### config.mk
export PLATFORM = sky130hd
export DESIGN_NAME = i2c_master_seq
export DESIGN_NICKNAME = d
export VERILOG_FILES = /design/src/core/i2c_seq_pkg.sv /design/src/core/sync2.sv /design/src/core/i2c_master_seq.sv
export SDC_FILE = /design/constraint.sdc
export NUM_CORES = 1
export LEC_CHECK = 0
export ABC_AREA = 0
export BUFFER_PORTS_ARGS = -buffer_cell sky130_fd_sc_hd__buf_2
export CORE_ASPECT_RATIO = 1.2
export CORE_MARGIN = 4
export CORE_UTILIZATION = 35
export CTS_CLUSTER_DIAMETER = 30
export CTS_CLUSTER_SIZE = 16
export DETAILED_ROUTE_END_ITERATION = 10
export PLACE_DENSITY_LB_ADDON = 0.08
export SYNTH_ARGS = -nofsm -noshare
export SYNTH_HDL_FRONTEND = slang
export SYNTH_HIERARCHICAL = 1
export SYNTH_SLANG_ARGS = --single-unit
### constraint.sdc
create_clock -name pclk -period 3.8 [get_ports pclk]
set_input_delay 0.57 -clock pclk [delete_from_list [all_inputs] [get_ports pclk]]
set_output_delay 0.57 -clock pclk [all_outputs]
set_load 0.05 [all_outputs]
### src/core/i2c_seq_pkg.sv
package i2c_seq_pkg;

   // ----------------------------------------------------------------
   // Register map, word aligned on the APB.
   // ----------------------------------------------------------------
   localparam int         PADDR_W   = 8;
   localparam int         PDATA_W   = 32;
   localparam logic [7:0] OFF_CTRL  = 8'h00;
   localparam logic [7:0] OFF_STAT  = 8'h04;
   localparam logic [7:0] OFF_DATA  = 8'h08;
   localparam logic [7:0] OFF_RATE  = 8'h0C;

   // ----------------------------------------------------------------
   // Control register bit positions.
   // ----------------------------------------------------------------
   localparam int C_PORT_EN = 0;
   localparam int C_START   = 1;
   localparam int C_STOP    = 2;
   localparam int C_RECEIVE_ENABLE_BIT    = 3;
   localparam int C_ACK_SEQUENCE_ENABLE   = 4;
   localparam int C_ACK_DATA_BIT   = 5;
   localparam int C_IRQ_EN  = 6;

   // ----------------------------------------------------------------
   // Status register bit positions.
   // ----------------------------------------------------------------
   localparam int S_BF      = 0;
   localparam int S_OV      = 1;
   localparam int S_WRITE_COLLISION_FLAG    = 2;
   localparam int S_BCOL    = 3;
   localparam int S_EVT     = 4;
   localparam int S_START   = 5;
   localparam int S_STOP    = 6;
   localparam int S_FREE    = 7;
   localparam int S_ACKSTAT = 8;
   localparam int S_BUSY    = 9;

   // ----------------------------------------------------------------
   // Widths, counts and reset values.
   // ----------------------------------------------------------------
   localparam int         RATE_W    = 7;
   localparam logic [6:0] RATE_RST  = 7'h04;
   localparam logic [3:0] RX_LAST   = 4'h7;
   localparam logic [3:0] TX_LAST   = 4'h8;
   localparam logic [2:0] PH_0      = 3'h0;
   localparam logic [2:0] PH_1      = 3'h1;
   localparam logic [2:0] PH_2      = 3'h2;
   localparam logic [2:0] PH_3      = 3'h3;
   localparam logic [2:0] PH_4      = 3'h4;
   localparam logic [2:0] PH_5      = 3'h5;

   typedef enum logic [2:0] {
      ST_IDLE  = 3'b000,
      ST_START = 3'b001,
      ST_STOP  = 3'b010,
      ST_ACK   = 3'b011,
      ST_XFER  = 3'b100
   } seq_state_t;

endpackage

### src/core/sync2.sv
`timescale 1ns/10ps

// Two-stage synchroniser for the open-drain bus lines; idles high.
module sync2 #(
   parameter int W = 1
) (
   input  wire logic         clk,
   input  wire logic         rst_n,
   input  wire logic [W-1:0] d,
   output logic      [W-1:0] q
);

   logic [W-1:0] meta;

   // ----------------------------------------------------------------
   // The first stage feeds only the second stage.
   // ----------------------------------------------------------------
   always_ff @(posedge clk or negedge rst_n) begin
      if (!rst_n) begin
         meta <= '1;
         q    <= '1;
      end else begin
         meta <= d;
         q    <= meta;
      end
   end

endmodule

### src/core/i2c_master_seq.sv
// Implementation choices: the register offsets and the APB slave port.
`timescale 1ns/10ps

// Notes on behaviour
// - Sequence enable bits written while the sequencer is busy are ignored.
// - Receive: baud counter runs, SCL toggles per rollover, SDA shifted in.
// - Eighth receive fall: clear enable, load buffer, set flags, hold SCL low.
// - Buffer full sets on byte load and clears when software reads data.
// - Overflow sets when a byte completes while buffer full is still set.
// - Data write during receive, ack or stop sets write collision, dropped.
// - Ack: SCL low, drive ack bit, release, wait high, count, SCL low.
// - Stop: SDA low, wait low, count, release SCL, count, release SDA.
// - Stop seen on SDA high with SCL high; one period later event, idle.
// - In sleep a completed byte wakes the processor if interrupt enabled.
// - Reset disables the port and abandons any transfer.
// - Start and stop seen flags clear on reset and while disabled.
// - Bus free if stop seen or neither seen; stop on busy bus raises event.
// - Released SDA read low with SCL high sets bus collision, goes idle.
// - Transmit collision halts, clears buffer full, releases both lines.
// - Sequence collision aborts, releases lines, clears enable bits.
// - After losing arbitration a bus stop still raises the port event.
// - After a collision a new data write restarts from the first bit.
// - Start with SDA or SCL already low aborts with bus collision.
// - Start: count from rate reload; SCL low while SDA high collides.
// - SDA low early drives SDA low early; recount, then pull SCL low.
// - Released SCL pauses counting until SCL reads high, then reloads.
module i2c_master_seq
   import i2c_seq_pkg::*;
#(
   parameter logic [RATE_W-1:0] RATE_RESET = RATE_RST
) (
   input  wire logic               pclk,
   input  wire logic               presetn,
   input  wire logic               psel,
   input  wire logic               penable,
   input  wire logic               pwrite,
   input  wire logic [PADDR_W-1:0] paddr,
   input  wire logic [PDATA_W-1:0] pwdata,
   output logic      [PDATA_W-1:0] prdata,
   output logic                    pready,
   output logic                    pslverr,
   input  wire logic               scl_in,
   output logic                    scl_out,
   output logic                    scl_oe,
   input  wire logic               sda_in,
   output logic                    sda_out,
   output logic                    sda_oe,
   input  wire logic               sleep_mode,
   output logic                    port_irq,
   output logic                    wake
);

   // ----------------------------------------------------------------
   // Declarations.
   // ----------------------------------------------------------------
   seq_state_t        state;
   logic [2:0]        phase;
   logic [RATE_W-1:0] rate_reload;
   logic [RATE_W-1:0] baud_generator;
   logic [3:0]        bitcnt;
   logic [7:0]        shift_register;
   logic [7:0]        data_buffer;
   logic              port_en;
   logic              ack_data_bit;
   logic              irq_en;
   logic              start_enable;
   logic              stop_enable_bit;
   logic              receive_enable_bit;
   logic              ack_sequence_enable;
   logic              tx_mode;
   logic              buffer_full_flag;
   logic              receive_overflow_flag;
   logic              write_collision_flag;
   logic              bus_collision_flag;
   logic              port_event_flag;
   logic              ack_status;
   logic              start_seen_flag;
   logic              stop_seen_flag;
   logic [1:0]        pins_s;
   logic              scl_s;
   logic              sda_s;
   logic              scl_q;
   logic              sda_q;
   logic              start_det;
   logic              stop_det;
   logic              tick;
   logic              collide;
   logic              xfer_end;
   logic              wr_done;
   logic              rd_done;
   logic              ctrl_wr;
   logic              stat_wr;
   logic              data_wr;
   logic              data_rd;
   logic              any_cmd;
   logic              mapped;
   logic [PDATA_W-1:0] rd_val;

   // ----------------------------------------------------------------
   // Pin sampling and bus condition detection.
   // ----------------------------------------------------------------
   sync2 #(
      .W (2)
   ) u_pin_sync (
      .clk   (pclk),
      .rst_n (presetn),
      .d     ({scl_in, sda_in}),
      .q     (pins_s)
   );

   assign scl_s = pins_s[1];
   assign sda_s = pins_s[0];

   // Previous samples give the edges of SDA while SCL stays high.
   always_ff @(posedge pclk or negedge presetn) begin
      if (!presetn) begin
         scl_q <= 1'b1;
         sda_q <= 1'b1;
      end else begin
         scl_q <= scl_s;
         sda_q <= sda_s;
      end
   end

   assign start_det = scl_s & scl_q & sda_q & ~sda_s;
   assign stop_det  = scl_s & scl_q & ~sda_q & sda_s;

   // Bus occupancy is tracked even while this master is not driving.
   always_ff @(posedge pclk or negedge presetn) begin
      if (!presetn) begin
         start_seen_flag <= 1'b0;
         stop_seen_flag  <= 1'b0;
      end else if (!port_en) begin
         start_seen_flag <= 1'b0;
         stop_seen_flag  <= 1'b0;
      end else if (start_det) begin
         start_seen_flag <= 1'b1;
         stop_seen_flag  <= 1'b0;
      end else if (stop_det) begin
         start_seen_flag <= 1'b0;
         stop_seen_flag  <= 1'b1;
      end
   end

   // ----------------------------------------------------------------
   // APB slave: no wait states, answer registered at setup.
   // ----------------------------------------------------------------
   assign wr_done = psel & penable & pready & pwrite;
   assign rd_done = psel & penable & pready & ~pwrite;
   assign ctrl_wr = wr_done & (paddr == OFF_CTRL);
   assign stat_wr = wr_done & (paddr == OFF_STAT);
   assign data_wr = wr_done & (paddr == OFF_DATA);
   assign data_rd = rd_done & (paddr == OFF_DATA);
   assign any_cmd = start_enable | stop_enable_bit | receive_enable_bit
                    | ack_sequence_enable;
   assign mapped  = (paddr == OFF_CTRL) | (paddr == OFF_STAT)
                    | (paddr == OFF_DATA) | (paddr == OFF_RATE);

   // Read data multiplexer; unused bits read as zero.
   always_comb begin
      rd_val = '0;
      unique case (paddr)
         OFF_CTRL: begin
            rd_val[C_PORT_EN] = port_en;
            rd_val[C_START]   = start_enable;
            rd_val[C_STOP]    = stop_enable_bit;
            rd_val[C_RECEIVE_ENABLE_BIT]    = receive_enable_bit;
            rd_val[C_ACK_SEQUENCE_ENABLE]   = ack_sequence_enable;
            rd_val[C_ACK_DATA_BIT]   = ack_data_bit;
            rd_val[C_IRQ_EN]  = irq_en;
         end
         OFF_STAT: begin
            rd_val[S_BF]      = buffer_full_flag;
            rd_val[S_OV]      = receive_overflow_flag;
            rd_val[S_WRITE_COLLISION_FLAG]    = write_collision_flag;
            rd_val[S_BCOL]    = bus_collision_flag;
            rd_val[S_EVT]     = port_event_flag;
            rd_val[S_START]   = start_seen_flag;
            rd_val[S_STOP]    = stop_seen_flag;
            rd_val[S_FREE]    = stop_seen_flag | ~start_seen_flag;
            rd_val[S_ACKSTAT] = ack_status;
            rd_val[S_BUSY]    = (state != ST_IDLE);
         end
         OFF_DATA: rd_val[7:0]        = data_buffer;
         OFF_RATE: rd_val[RATE_W-1:0] = rate_reload;
         default:  rd_val = '0;
      endcase
   end

   // Ready rises in the access phase and drops after it completes.
   always_ff @(posedge pclk or negedge presetn) begin
      if (!presetn) begin
         pready  <= 1'b0;
         pslverr <= 1'b0;
         prdata  <= '0;
      end else begin
         pready  <= psel & ~penable;
         pslverr <= psel & ~penable & ~mapped;
         if (psel && !penable) begin
            prdata <= rd_val;
         end
      end
   end

   // Plain configuration written by software.
   always_ff @(posedge pclk or negedge presetn) begin
      if (!presetn) begin
         port_en      <= 1'b0;
         ack_data_bit <= 1'b0;
         irq_en       <= 1'b0;
         rate_reload  <= RATE_RESET;
      end else begin
         if (ctrl_wr) begin
            port_en      <= pwdata[C_PORT_EN];
            ack_data_bit <= pwdata[C_ACK_DATA_BIT];
            irq_en       <= pwdata[C_IRQ_EN];
         end
         if (wr_done && paddr == OFF_RATE) begin
            rate_reload <= pwdata[RATE_W-1:0];
         end
      end
   end

   // ----------------------------------------------------------------
   // Sequencer.
   // ----------------------------------------------------------------
   assign tick     = (baud_generator == '0);
   assign xfer_end = tx_mode ? (bitcnt == TX_LAST) : (bitcnt == RX_LAST);

   // Arbitration losses: a released line seen low, or SCL pulled early.
   always_comb begin
      collide = 1'b0;
      unique case (state)
         ST_START: collide = (phase == PH_0) & ~scl_s & sda_s;
         ST_XFER:  collide = tx_mode & (bitcnt != TX_LAST) & ~sda_oe
                             & (phase == PH_3) & scl_s & ~sda_s;
         ST_ACK:   collide = (phase == PH_3) & ~sda_oe & scl_s & ~sda_s;
         ST_STOP:  collide = (phase == PH_3) & ~scl_s;
         default:  collide = 1'b0;
      endcase
   end

   // Sticky flags are cleared first so a same-cycle set still wins.
   always_ff @(posedge pclk or negedge presetn) begin
      if (!presetn) begin
         state                 <= ST_IDLE;
         phase                 <= PH_0;
         baud_generator                   <= '0;
         bitcnt                <= '0;
         shift_register        <= '0;
         data_buffer           <= '0;
         start_enable          <= 1'b0;
         stop_enable_bit       <= 1'b0;
         receive_enable_bit    <= 1'b0;
         ack_sequence_enable   <= 1'b0;
         tx_mode               <= 1'b0;
         buffer_full_flag      <= 1'b0;
         receive_overflow_flag <= 1'b0;
         write_collision_flag  <= 1'b0;
         bus_collision_flag    <= 1'b0;
         port_event_flag       <= 1'b0;
         ack_status            <= 1'b0;
         scl_oe                <= 1'b0;
         sda_oe                <= 1'b0;
      end else begin
         baud_generator <= tick ? baud_generator : baud_generator - 1'b1;
         if (stat_wr) begin
            receive_overflow_flag <= receive_overflow_flag & ~pwdata[S_OV];
            write_collision_flag  <= write_collision_flag & ~pwdata[S_WRITE_COLLISION_FLAG];
            bus_collision_flag    <= bus_collision_flag & ~pwdata[S_BCOL];
            port_event_flag       <= port_event_flag & ~pwdata[S_EVT];
         end
         if (data_rd) begin
            buffer_full_flag <= 1'b0;
         end
         if (ctrl_wr && state == ST_IDLE && !any_cmd && port_en) begin
            start_enable        <= pwdata[C_START];
            stop_enable_bit     <= pwdata[C_STOP];
            receive_enable_bit  <= pwdata[C_RECEIVE_ENABLE_BIT];
            ack_sequence_enable <= pwdata[C_ACK_SEQUENCE_ENABLE];
         end
         if (data_wr && state != ST_IDLE) begin
            write_collision_flag <= 1'b1;
         end
         if (stop_det && start_seen_flag) begin
            port_event_flag <= 1'b1;
         end
         unique case (state)
            ST_IDLE: begin
               phase <= PH_0;
               if (data_wr && port_en) begin
                  shift_register   <= pwdata[7:0];
                  buffer_full_flag <= 1'b1;
                  tx_mode          <= 1'b1;
                  bitcnt           <= '0;
                  state            <= ST_XFER;
               end else if (start_enable) begin
                  if (!sda_s || !scl_s) begin
                     bus_collision_flag <= 1'b1;
                     start_enable       <= 1'b0;
                  end else begin
                     baud_generator   <= rate_reload;
                     state <= ST_START;
                  end
               end else if (stop_enable_bit) begin
                  sda_oe <= 1'b1;
                  state  <= ST_STOP;
               end else if (receive_enable_bit) begin
                  tx_mode <= 1'b0;
                  bitcnt  <= '0;
                  state   <= ST_XFER;
               end else if (ack_sequence_enable) begin
                  scl_oe <= 1'b1;
                  sda_oe <= ~ack_data_bit;
                  baud_generator    <= rate_reload;
                  phase  <= PH_1;
                  state  <= ST_ACK;
               end
            end
            ST_START: begin
               if (phase == PH_0 && (!sda_s || tick)) begin
                  sda_oe <= 1'b1;
                  baud_generator    <= rate_reload;
                  phase  <= PH_1;
               end else if (phase == PH_1 && tick) begin
                  scl_oe       <= 1'b1;
                  start_enable <= 1'b0;
                  state        <= ST_IDLE;
               end
            end
            ST_STOP: begin
               if (phase == PH_0 && !sda_s) begin
                  baud_generator   <= rate_reload;
                  phase <= PH_1;
               end else if (phase == PH_1 && tick) begin
                  scl_oe <= 1'b0;
                  phase  <= PH_2;
               end else if (phase == PH_2 && scl_s) begin
                  baud_generator   <= rate_reload;
                  phase <= PH_3;
               end else if (phase == PH_3 && tick) begin
                  sda_oe <= 1'b0;
                  phase  <= PH_4;
               end else if (phase == PH_4 && sda_s && scl_s) begin
                  baud_generator   <= rate_reload;
                  phase <= PH_5;
               end else if (phase == PH_5 && tick) begin
                  stop_enable_bit <= 1'b0;
                  port_event_flag <= 1'b1;
                  state           <= ST_IDLE;
               end
            end
            ST_ACK: begin
               if (phase == PH_1 && tick) begin
                  scl_oe <= 1'b0;
                  phase  <= PH_2;
               end else if (phase == PH_2 && scl_s) begin
                  baud_generator   <= rate_reload;
                  phase <= PH_3;
               end else if (phase == PH_3 && tick) begin
                  scl_oe              <= 1'b1;
                  sda_oe              <= 1'b0;
                  ack_sequence_enable <= 1'b0;
                  state               <= ST_IDLE;
               end
            end
            ST_XFER: begin
               // SCL low half then high half
               if (phase == PH_0) begin
                  scl_oe <= 1'b1;
                  sda_oe <= tx_mode & (bitcnt != TX_LAST)
                            & ~shift_register[7];
                  baud_generator    <= rate_reload;
                  phase  <= PH_1;
               end else if (phase == PH_1 && tick) begin
                  scl_oe <= 1'b0;
                  phase  <= PH_2;
               end else if (phase == PH_2 && scl_s) begin
                  baud_generator   <= rate_reload;
                  phase <= PH_3;
                  if (!tx_mode) begin
                     shift_register <= {shift_register[6:0], sda_s};
                  end else if (bitcnt == TX_LAST) begin
                     ack_status <= sda_s;
                  end
               end else if (phase == PH_3 && tick) begin
                  scl_oe <= 1'b1;
                  bitcnt <= bitcnt + 1'b1;
                  phase  <= PH_0;
                  if (tx_mode) begin
                     shift_register <= {shift_register[6:0], 1'b1};
                  end
                  if (tx_mode && bitcnt == RX_LAST) begin
                     buffer_full_flag <= 1'b0;
                  end
                  if (xfer_end) begin
                     sda_oe          <= 1'b0;
                     port_event_flag <= 1'b1;
                     state           <= ST_IDLE;
                     if (!tx_mode) begin
                        data_buffer        <= shift_register;
                        buffer_full_flag   <= 1'b1;
                        receive_enable_bit <= 1'b0;
                        if (buffer_full_flag && !data_rd) begin
                           receive_overflow_flag <= 1'b1;
                        end
                     end
                  end
               end
            end
            default: state <= ST_IDLE;
         endcase
         if (collide) begin
            bus_collision_flag  <= 1'b1;
            scl_oe              <= 1'b0;
            sda_oe              <= 1'b0;
            start_enable        <= 1'b0;
            stop_enable_bit     <= 1'b0;
            receive_enable_bit  <= 1'b0;
            ack_sequence_enable <= 1'b0;
            state               <= ST_IDLE;
            if (state == ST_XFER) begin
               buffer_full_flag <= 1'b0;
            end
         end
         if (!port_en) begin
            scl_oe              <= 1'b0;
            sda_oe              <= 1'b0;
            start_enable        <= 1'b0;
            stop_enable_bit     <= 1'b0;
            receive_enable_bit  <= 1'b0;
            ack_sequence_enable <= 1'b0;
            state               <= ST_IDLE;
         end
      end
   end

   // ----------------------------------------------------------------
   // Pin data and processor signalling.
   // ----------------------------------------------------------------
   // Open-drain lines only ever drive low, so the data outputs stay 0.
   always_ff @(posedge pclk or negedge presetn) begin
      if (!presetn) begin
         scl_out  <= 1'b0;
         sda_out  <= 1'b0;
         port_irq <= 1'b0;
         wake     <= 1'b0;
      end else begin
         scl_out  <= 1'b0;
         sda_out  <= 1'b0;
         port_irq <= irq_en & port_event_flag;
         wake     <= sleep_mode & irq_en & port_event_flag;
      end
   end

endmodule

==> reports/qor.yml, run 1 <==
area_growth_syn_to_layout_pct: 12.55
io_buffer_count: 39
finalSetupTns_ns: 0
post-cts-setup-buffers: 0
synth_area_leaders: "dfrtp_1 38%, mux2_2 5.5%, dfstp_2 3.9%"
synth_area_sq_um: 4696
grt_pass1_wl_um: 21680
clock_sinks: 78
yosysTopAreaCellShare_pct: 37.84
end_kind: "flop"
setup_viol: 0
utilization_pct: 40.10
slew_headroom_pct: 25.18
r2r_slack_ns: 0.71
fin_crit_sh_pct: 81.41
cts_made_buffers: 9
whs_endpoint: "u_pin_sync/meta[1]"
drv_cap: 0
worst_pin_slew_ns: 1.117
synthTopCellsByCount: "71 x dfrtp_1, 45 x nand2_1, 36 x o21ai_0"
drv_slew: 0
synthFlopType: "dfrtp_1"
max_freq_ghz: 0.3233
netlist_instances: 500
synth.most_common_cell: "dfrtp_1"
num_vias: 3914
grt_max_degree: 79
final-seq-area_sq_um: 1961
remaining_drc_errors: 0
grt_pass1_vias: 3825
critPathTopFamily: "simple AND/OR/NAND/NOR gates"
antenna_found_initial: 0
yosys_warnings: 6
ys_seq_area_share_pct: 41.75
place_congestion: 0.8781
r2r_start: "baud_generator[0]"
rsz0062_at_grt: "false"
hold_depth: 1
fillers: 1350
viasPerCell: 5.575
ios: 88
worst_path_most_repeated_cell: "o211ai_2"
min-delay-start: "scl_in"
wl_per_cell_um: 19.86
initial_core_util_pct: 35.63
routed_wl_um: 13940
cts_tree: "built"
fin_skew_ns: 0.007865
holdCritPathClass: "input port to flop"
fp.dieW_um: 113.7
finalNetCount: 581
worstSetupStartpoint: "baud_generator[0]"
drive_gt1_share_pct: 21.54
ys_seq_elements: 78
worst_slack_ns: 0.7066
power_density_nw_per_um2: 423.7
hold_viol: 0
track_usage_pct: 18.55
worstPathRequired_ns: 4.06
holdBufCountCts: 0
ys_async_sr_fraction_pct: 100.0
p_leak_nw: 2.337
cts_resized: 0
antenna_cells: 0
path_cells: "inv_1 > ha_1 > or4b_1 > or4_4 > o211ai_2 > nand4b_1 > or4_1 > o211ai_2"
path_class: "flop to flop"
status: "complete, no violations"
insertion_delay_ns: 0.34
multi_input_area_sq_um: 2467
placedCellCount: 686
pre_cts_ws_ns: 0.6735
r2r-end: "sda_oe"
fin_crit_ns: 3.093
first_pass_iters: 5
cts-root-buf: "clkbuf_16"
htree_levels: 3
peakVddDrop_mv: 0.2364
crit_fanout: 10
die_h_um: 134.9
dp_hpwl_um: 10300
crit_path_start_kind: "flop"
worst-path-buf-inv: 1
synth_largest_area_cell: "dfrtp_1"
yosysUniqueCellTypes: 64
syn_avg_cell_area_sq_um: 9.392
drtAntennaViolNets: 0
drt_iter0_drc: 223
slowest_stage: "or4_4"
die_area_sq_um: 15340
critPathMaxStageDelay_ns: 0.63
coreArea_sq_um: 13180
grt-ovfl-total: 0
reg2regPathDepth: 8
final_cells: 702
synth_edf_count: 0
cts.clk_slew.worst_paths_ns: 0.07
rows: 46
clock_path_buffers: 2
cp.arrival_ns: 3.35
worst max-delay path by stage:
stage / to / slack (ns) / cells past startpoint
final: sda_oe / 0.71 / 8
after global routing: data_buffer[4] / 0.38 / 9
after CTS: data_buffer[5] / 0.67 / 9
after detailed placement: baud_generator[3] / 0.67 / 7
after global placement: baud_generator[3] / 0.64 / 7
after floorplan: sda_oe / 1.0 / 10
kinds of logic after synthesis:
family | synth area share (%)
flip-flops | 41.75
multiplexers | 11.00
XOR/XNOR | 1.119
other | 0.07986
buffers and inverters | 7.647
adder cells (fa/ha/maj) | 1.066
AO/OA/AOI/OAI | 17.00
AND/OR/NAND/NOR | 20.33
state kept, by name, summed over array words and instances (netlist names), 2 cells and up:
name	cells
rate_reload	7
state	3
u_pin_sync/q	2
data_buffer	8
prdata	10
shift_register	8
baud_generator	7
bitcnt	4
u_pin_sync/meta	2
phase	3
report_power, final:
| group | switching [mW] | internal (mW) | leakage [nW] | total (mW) |
|---|---|---|---|---|
| clock network | 0.380 | 0.538 | 0.152 | 0.917 |
| registers | 0.0535 | 0.887 | 1.04 | 0.940 |
| logic | 0.241 | 0.140 | 1.15 | 0.382 |
placed cells by master, fill, tap and decap left out, drive strengths merged, types with 10 or more instances in the layout:
| master | instances |
|---|---|
| nor3 | 17 |
| buf | 50 |
| conb | 24 |
| nor2 | 34 |
| clkbuf | 10 |
| inv | 17 |
| nand3 | 15 |
| mux2 | 23 |
| a22o | 10 |
| mux2i | 10 |
| a21oi | 28 |
| dfrtp | 71 |
| o21ai | 37 |
| nand2 | 45 |
layout make-up:
cell class	instances	area share (%)
clock buffers	10	4.522
flip-flops and latches	78	37.10
clock inverters	6	1.420
well taps	168	3.977
repair buffers	50	5.303
multi-input cells	376	46.69
inverters	14	0.9943
layer usage:
metal / global-route usage, % / part of all wire (%)
met5: 0 / 0
met4: 6.212 / 1.6
met3: 3.003 / 4.4
met2: 31.63 / 51
met1: 23.89 / 43
per-stage QoR:
stage	cell area (sq um)	hold slack (ns)	power [mW]
3_3_place_gp	4971	0.3462	1.336
5_1_grt	5285	0.3169	2.355
3_5_place_dp	4971	0.3481	1.339
6_report	5285	0.3292	2.239
2_1_floorplan	4782	0.2744	1.253
4_1_cts	5285	0.3152	2.266
(Power assumes the default switching activity.)
==> run 2, diff against run 1 <==
==> constraint.sdc (replaced) <==
create_clock -name pclk -period 3.05 [get_ports pclk]
set_input_delay 0.4575 -clock pclk [delete_from_list [all_inputs] [get_ports pclk]]
set_output_delay 0.4575 -clock pclk [all_outputs]
set_load 0.05 [all_outputs]
==> run 2 against run 1 <==
  * Utilization grew 0.73 points
  * Sequential power is 24% higher
  * Clock skew is 0.00074 ns higher
  * Combinational power rose by 26%
  * Power up 23%
  * Highest routed layer unchanged
  * Die area unchanged
  * Critical path depth is the same
  * Final cell count up 2.1%
  * Non-clock buffer count is 15 higher
  * Largest cell class unchanged
==> reports/qor.yml, run 2 (same netlist as run 1, synthesis figures left out) <==
max_freq_ghz: 0.3472  # +7.4%
slowest_stage: "or4_1"
worst-path-buf-inv: 1  # unchanged
holdBufCountCts: 0  # unchanged
drive_gt1_share_pct: 23.68  # +2.1 points
pwr-share-comb_pct: 17.5  # +0.5 points
num_vias: 3939  # +0.64%
path_cells: "inv_1 > ha_1 > or4b_1 > or4_4 > o211ai_2 > nand4b_1 > or4_1 > o211ai_2"
viasPerCell: 5.494  # -1.5%
worst_pin_slew_ns: 1.026  # -0.09160 ns
dp_hpwl_um: 10550  # +2.4%
crit_fanout: 10  # unchanged
met3_usage_pct: 3.227  # +0.22 points
crit_cells: 8  # unchanged
internal_power_mw: 1.924  # +23%
reg_top3: "prdata (10), data_buffer (8), shift_register (8)"
fillers: 1339  # -0.81%
cts_made_buffers: 9  # unchanged
slew_headroom_pct: 31.62  # +6.4 points
largest_reg_flops: 10  # unchanged
final_cells: 717  # +2.1%
setup_viol: 0  # unchanged
switching_share_pct: 29.96  # -0.17 points
cts_resized: 0  # unchanged
grt_pass1_wl_um: 22160  # +2.2%
remaining_drc_errors: 0  # unchanged
p_clk_share_pct: 39.8  # -1.2 points
end_kind: "flop"
worst_path_most_repeated_cell: "o211ai_2"
rsz0062_at_grt: "false"
reg2regPathDepth: 8  # unchanged
hold_viol: 0  # unchanged
cp.arrival_ns: 3.15  # -0.20 ns
p_leak_nw: 2.401  # +2.7%
clock_sinks: 78  # unchanged
fp.dieW_um: 113.7  # unchanged
insertion_delay_ns: 0.34  # about the same
critPathTopFamily: "simple AND/OR/NAND/NOR gates"
use_met1_pct: 24.64  # +0.75 points
die_area_sq_um: 15340  # unchanged
post-cts-setup-buffers: 0  # unchanged
grt_max_degree: 79  # unchanged
cts_tree: "built"
most-common-layout-cells: "71 x dfrtp_1, 45 x nand2_1, 38 x buf_2"
drv_cap: 0  # unchanged
coreArea_sq_um: 13180  # unchanged
layout_commonest_cell: "dfrtp_1"
routed_wl_um: 14040  # +0.70%
first_pass_iters: 5  # unchanged
antenna_cells: 0  # unchanged
area_growth_syn_to_layout_pct: 14.60
initial_core_util_pct: 35.63  # unchanged
drt_iter0_drc: 263  # +18%
drtAntennaViolNets: 0  # unchanged
fin_crit_sh_pct: 94.44  # +13 points
ios: 88  # unchanged
antenna_found_initial: 0  # unchanged
finalSetupTns_ns: 0  # unchanged
status: "complete, no violations"
wl_per_cell_um: 19.58  # -1.4%
power_mw: 2.748  # +23%
r2r_slack_ns: 0.17  # -0.54 ns
io_buffer_count: 39  # unchanged
fin_crit_ns: 2.880  # -0.2130 ns
grt.busiest_layer: "met2"
grt-ovfl-total: 0  # unchanged
hold_depth: 1  # unchanged
sequentialPowerShare_pct: 42.6  # +0.6 points
peakVddDrop_mv: 0.3087  # +31%
final-seq-area_sq_um: 1961  # unchanged
grt_use_met2_pct: 31.43  # -0.20 points
finalNetCount: 596  # +2.6%
clock_path_buffers: 2  # unchanged
htree_levels: 3  # unchanged
cts.clk_slew.worst_paths_ns: 0.06  # about the same
crit_path_start_kind: "flop"
placedCellCount: 701  # +2.2%
grt_pass1_vias: 3960  # +3.5%
multi_input_area_sq_um: 2467  # unchanged
switching_power_uw: 823.1  # +22%
cts-root-buf: "clkbuf_16"
track_usage_pct: 18.75  # +0.20 points
rows: 46  # unchanged
fin_skew_ns: 0.008601  # +0.0007354 ns
drv_slew: 0  # unchanged
regMostFlops: "prdata"
place_congestion: 0.8913  # +1.5%
path_class: "flop to flop"
power_density_nw_per_um2: 510.6  # +21%
holdCritPathClass: "input port to flop"
worstPathRequired_ns: 3.32  # -0.74 ns
critPathMaxStageDelay_ns: 0.57  # -0.06 ns
die_h_um: 134.9  # unchanged
[run 2: cell count changes in the layout (fill, tap and decap cells not counted)]
cell        delta
clkinvlp_4     +1
clkbuf_8       -1
clkinv_2       +2
buf_4         +15
inv_6          -1
inv_8          -1
[run 2: final cells by class]
cell class,count,area share (%)
Tap cell,168,3.906
Multi-Input combinational cell,376,45.85
Timing Repair Buffer,65,7.301
Inverter,14,0.9765
Clock inverter,7,1.349
Sequential cell,78,36.43
Clock buffer,9,4.185
[run 2: power groups by stage]
stage	Clock [mW]	Combinational, mW	Sequential, mW
floorplan	0	0.386	1.18
global placement	0	0.487	1.19
detailed placement	0	0.483	1.19
CTS	1.12	0.487	1.17
global route	1.16	0.544	1.18
finish	1.09	0.482	1.17
[run 2: per-stage QoR]
stage | area, sq um | util [%] | setup WS (ns) | hold slack, ns
2_1_floorplan | 4782 | - | 0.2462 | 0.1619
3_5_place_dp | 5084 | 38.57 | 0.1482 | 0.3473
4_1_cts | 5381 | 40.83 | 0.1171 | 0.2008
6_report | 5381 | 40.83 | 0.1696 | 0.2150
3_3_place_gp | 5084 | 38.57 | 0.1898 | 0.3460
5_1_grt | 5381 | 40.83 | 0.03588 | 0.2004
[run 2: final timing paths]
path | start | end
min in group asynchronous | presetn | phase[0]
max reg2reg | baud_generator[0] | sda_oe
max in group asynchronous | presetn | prdata[1]
max | baud_generator[0] | sda_oe
min reg2reg | u_pin_sync/meta[0] | u_pin_sync/q[0]
min | scl_in | u_pin_sync/meta[1]
[run 2: layer usage]
layer	part of all wire [%]	routed length, um
met1	44	6121
met2	50	7044
met5	0	0
met3	4.5	630
met4	1.7	240
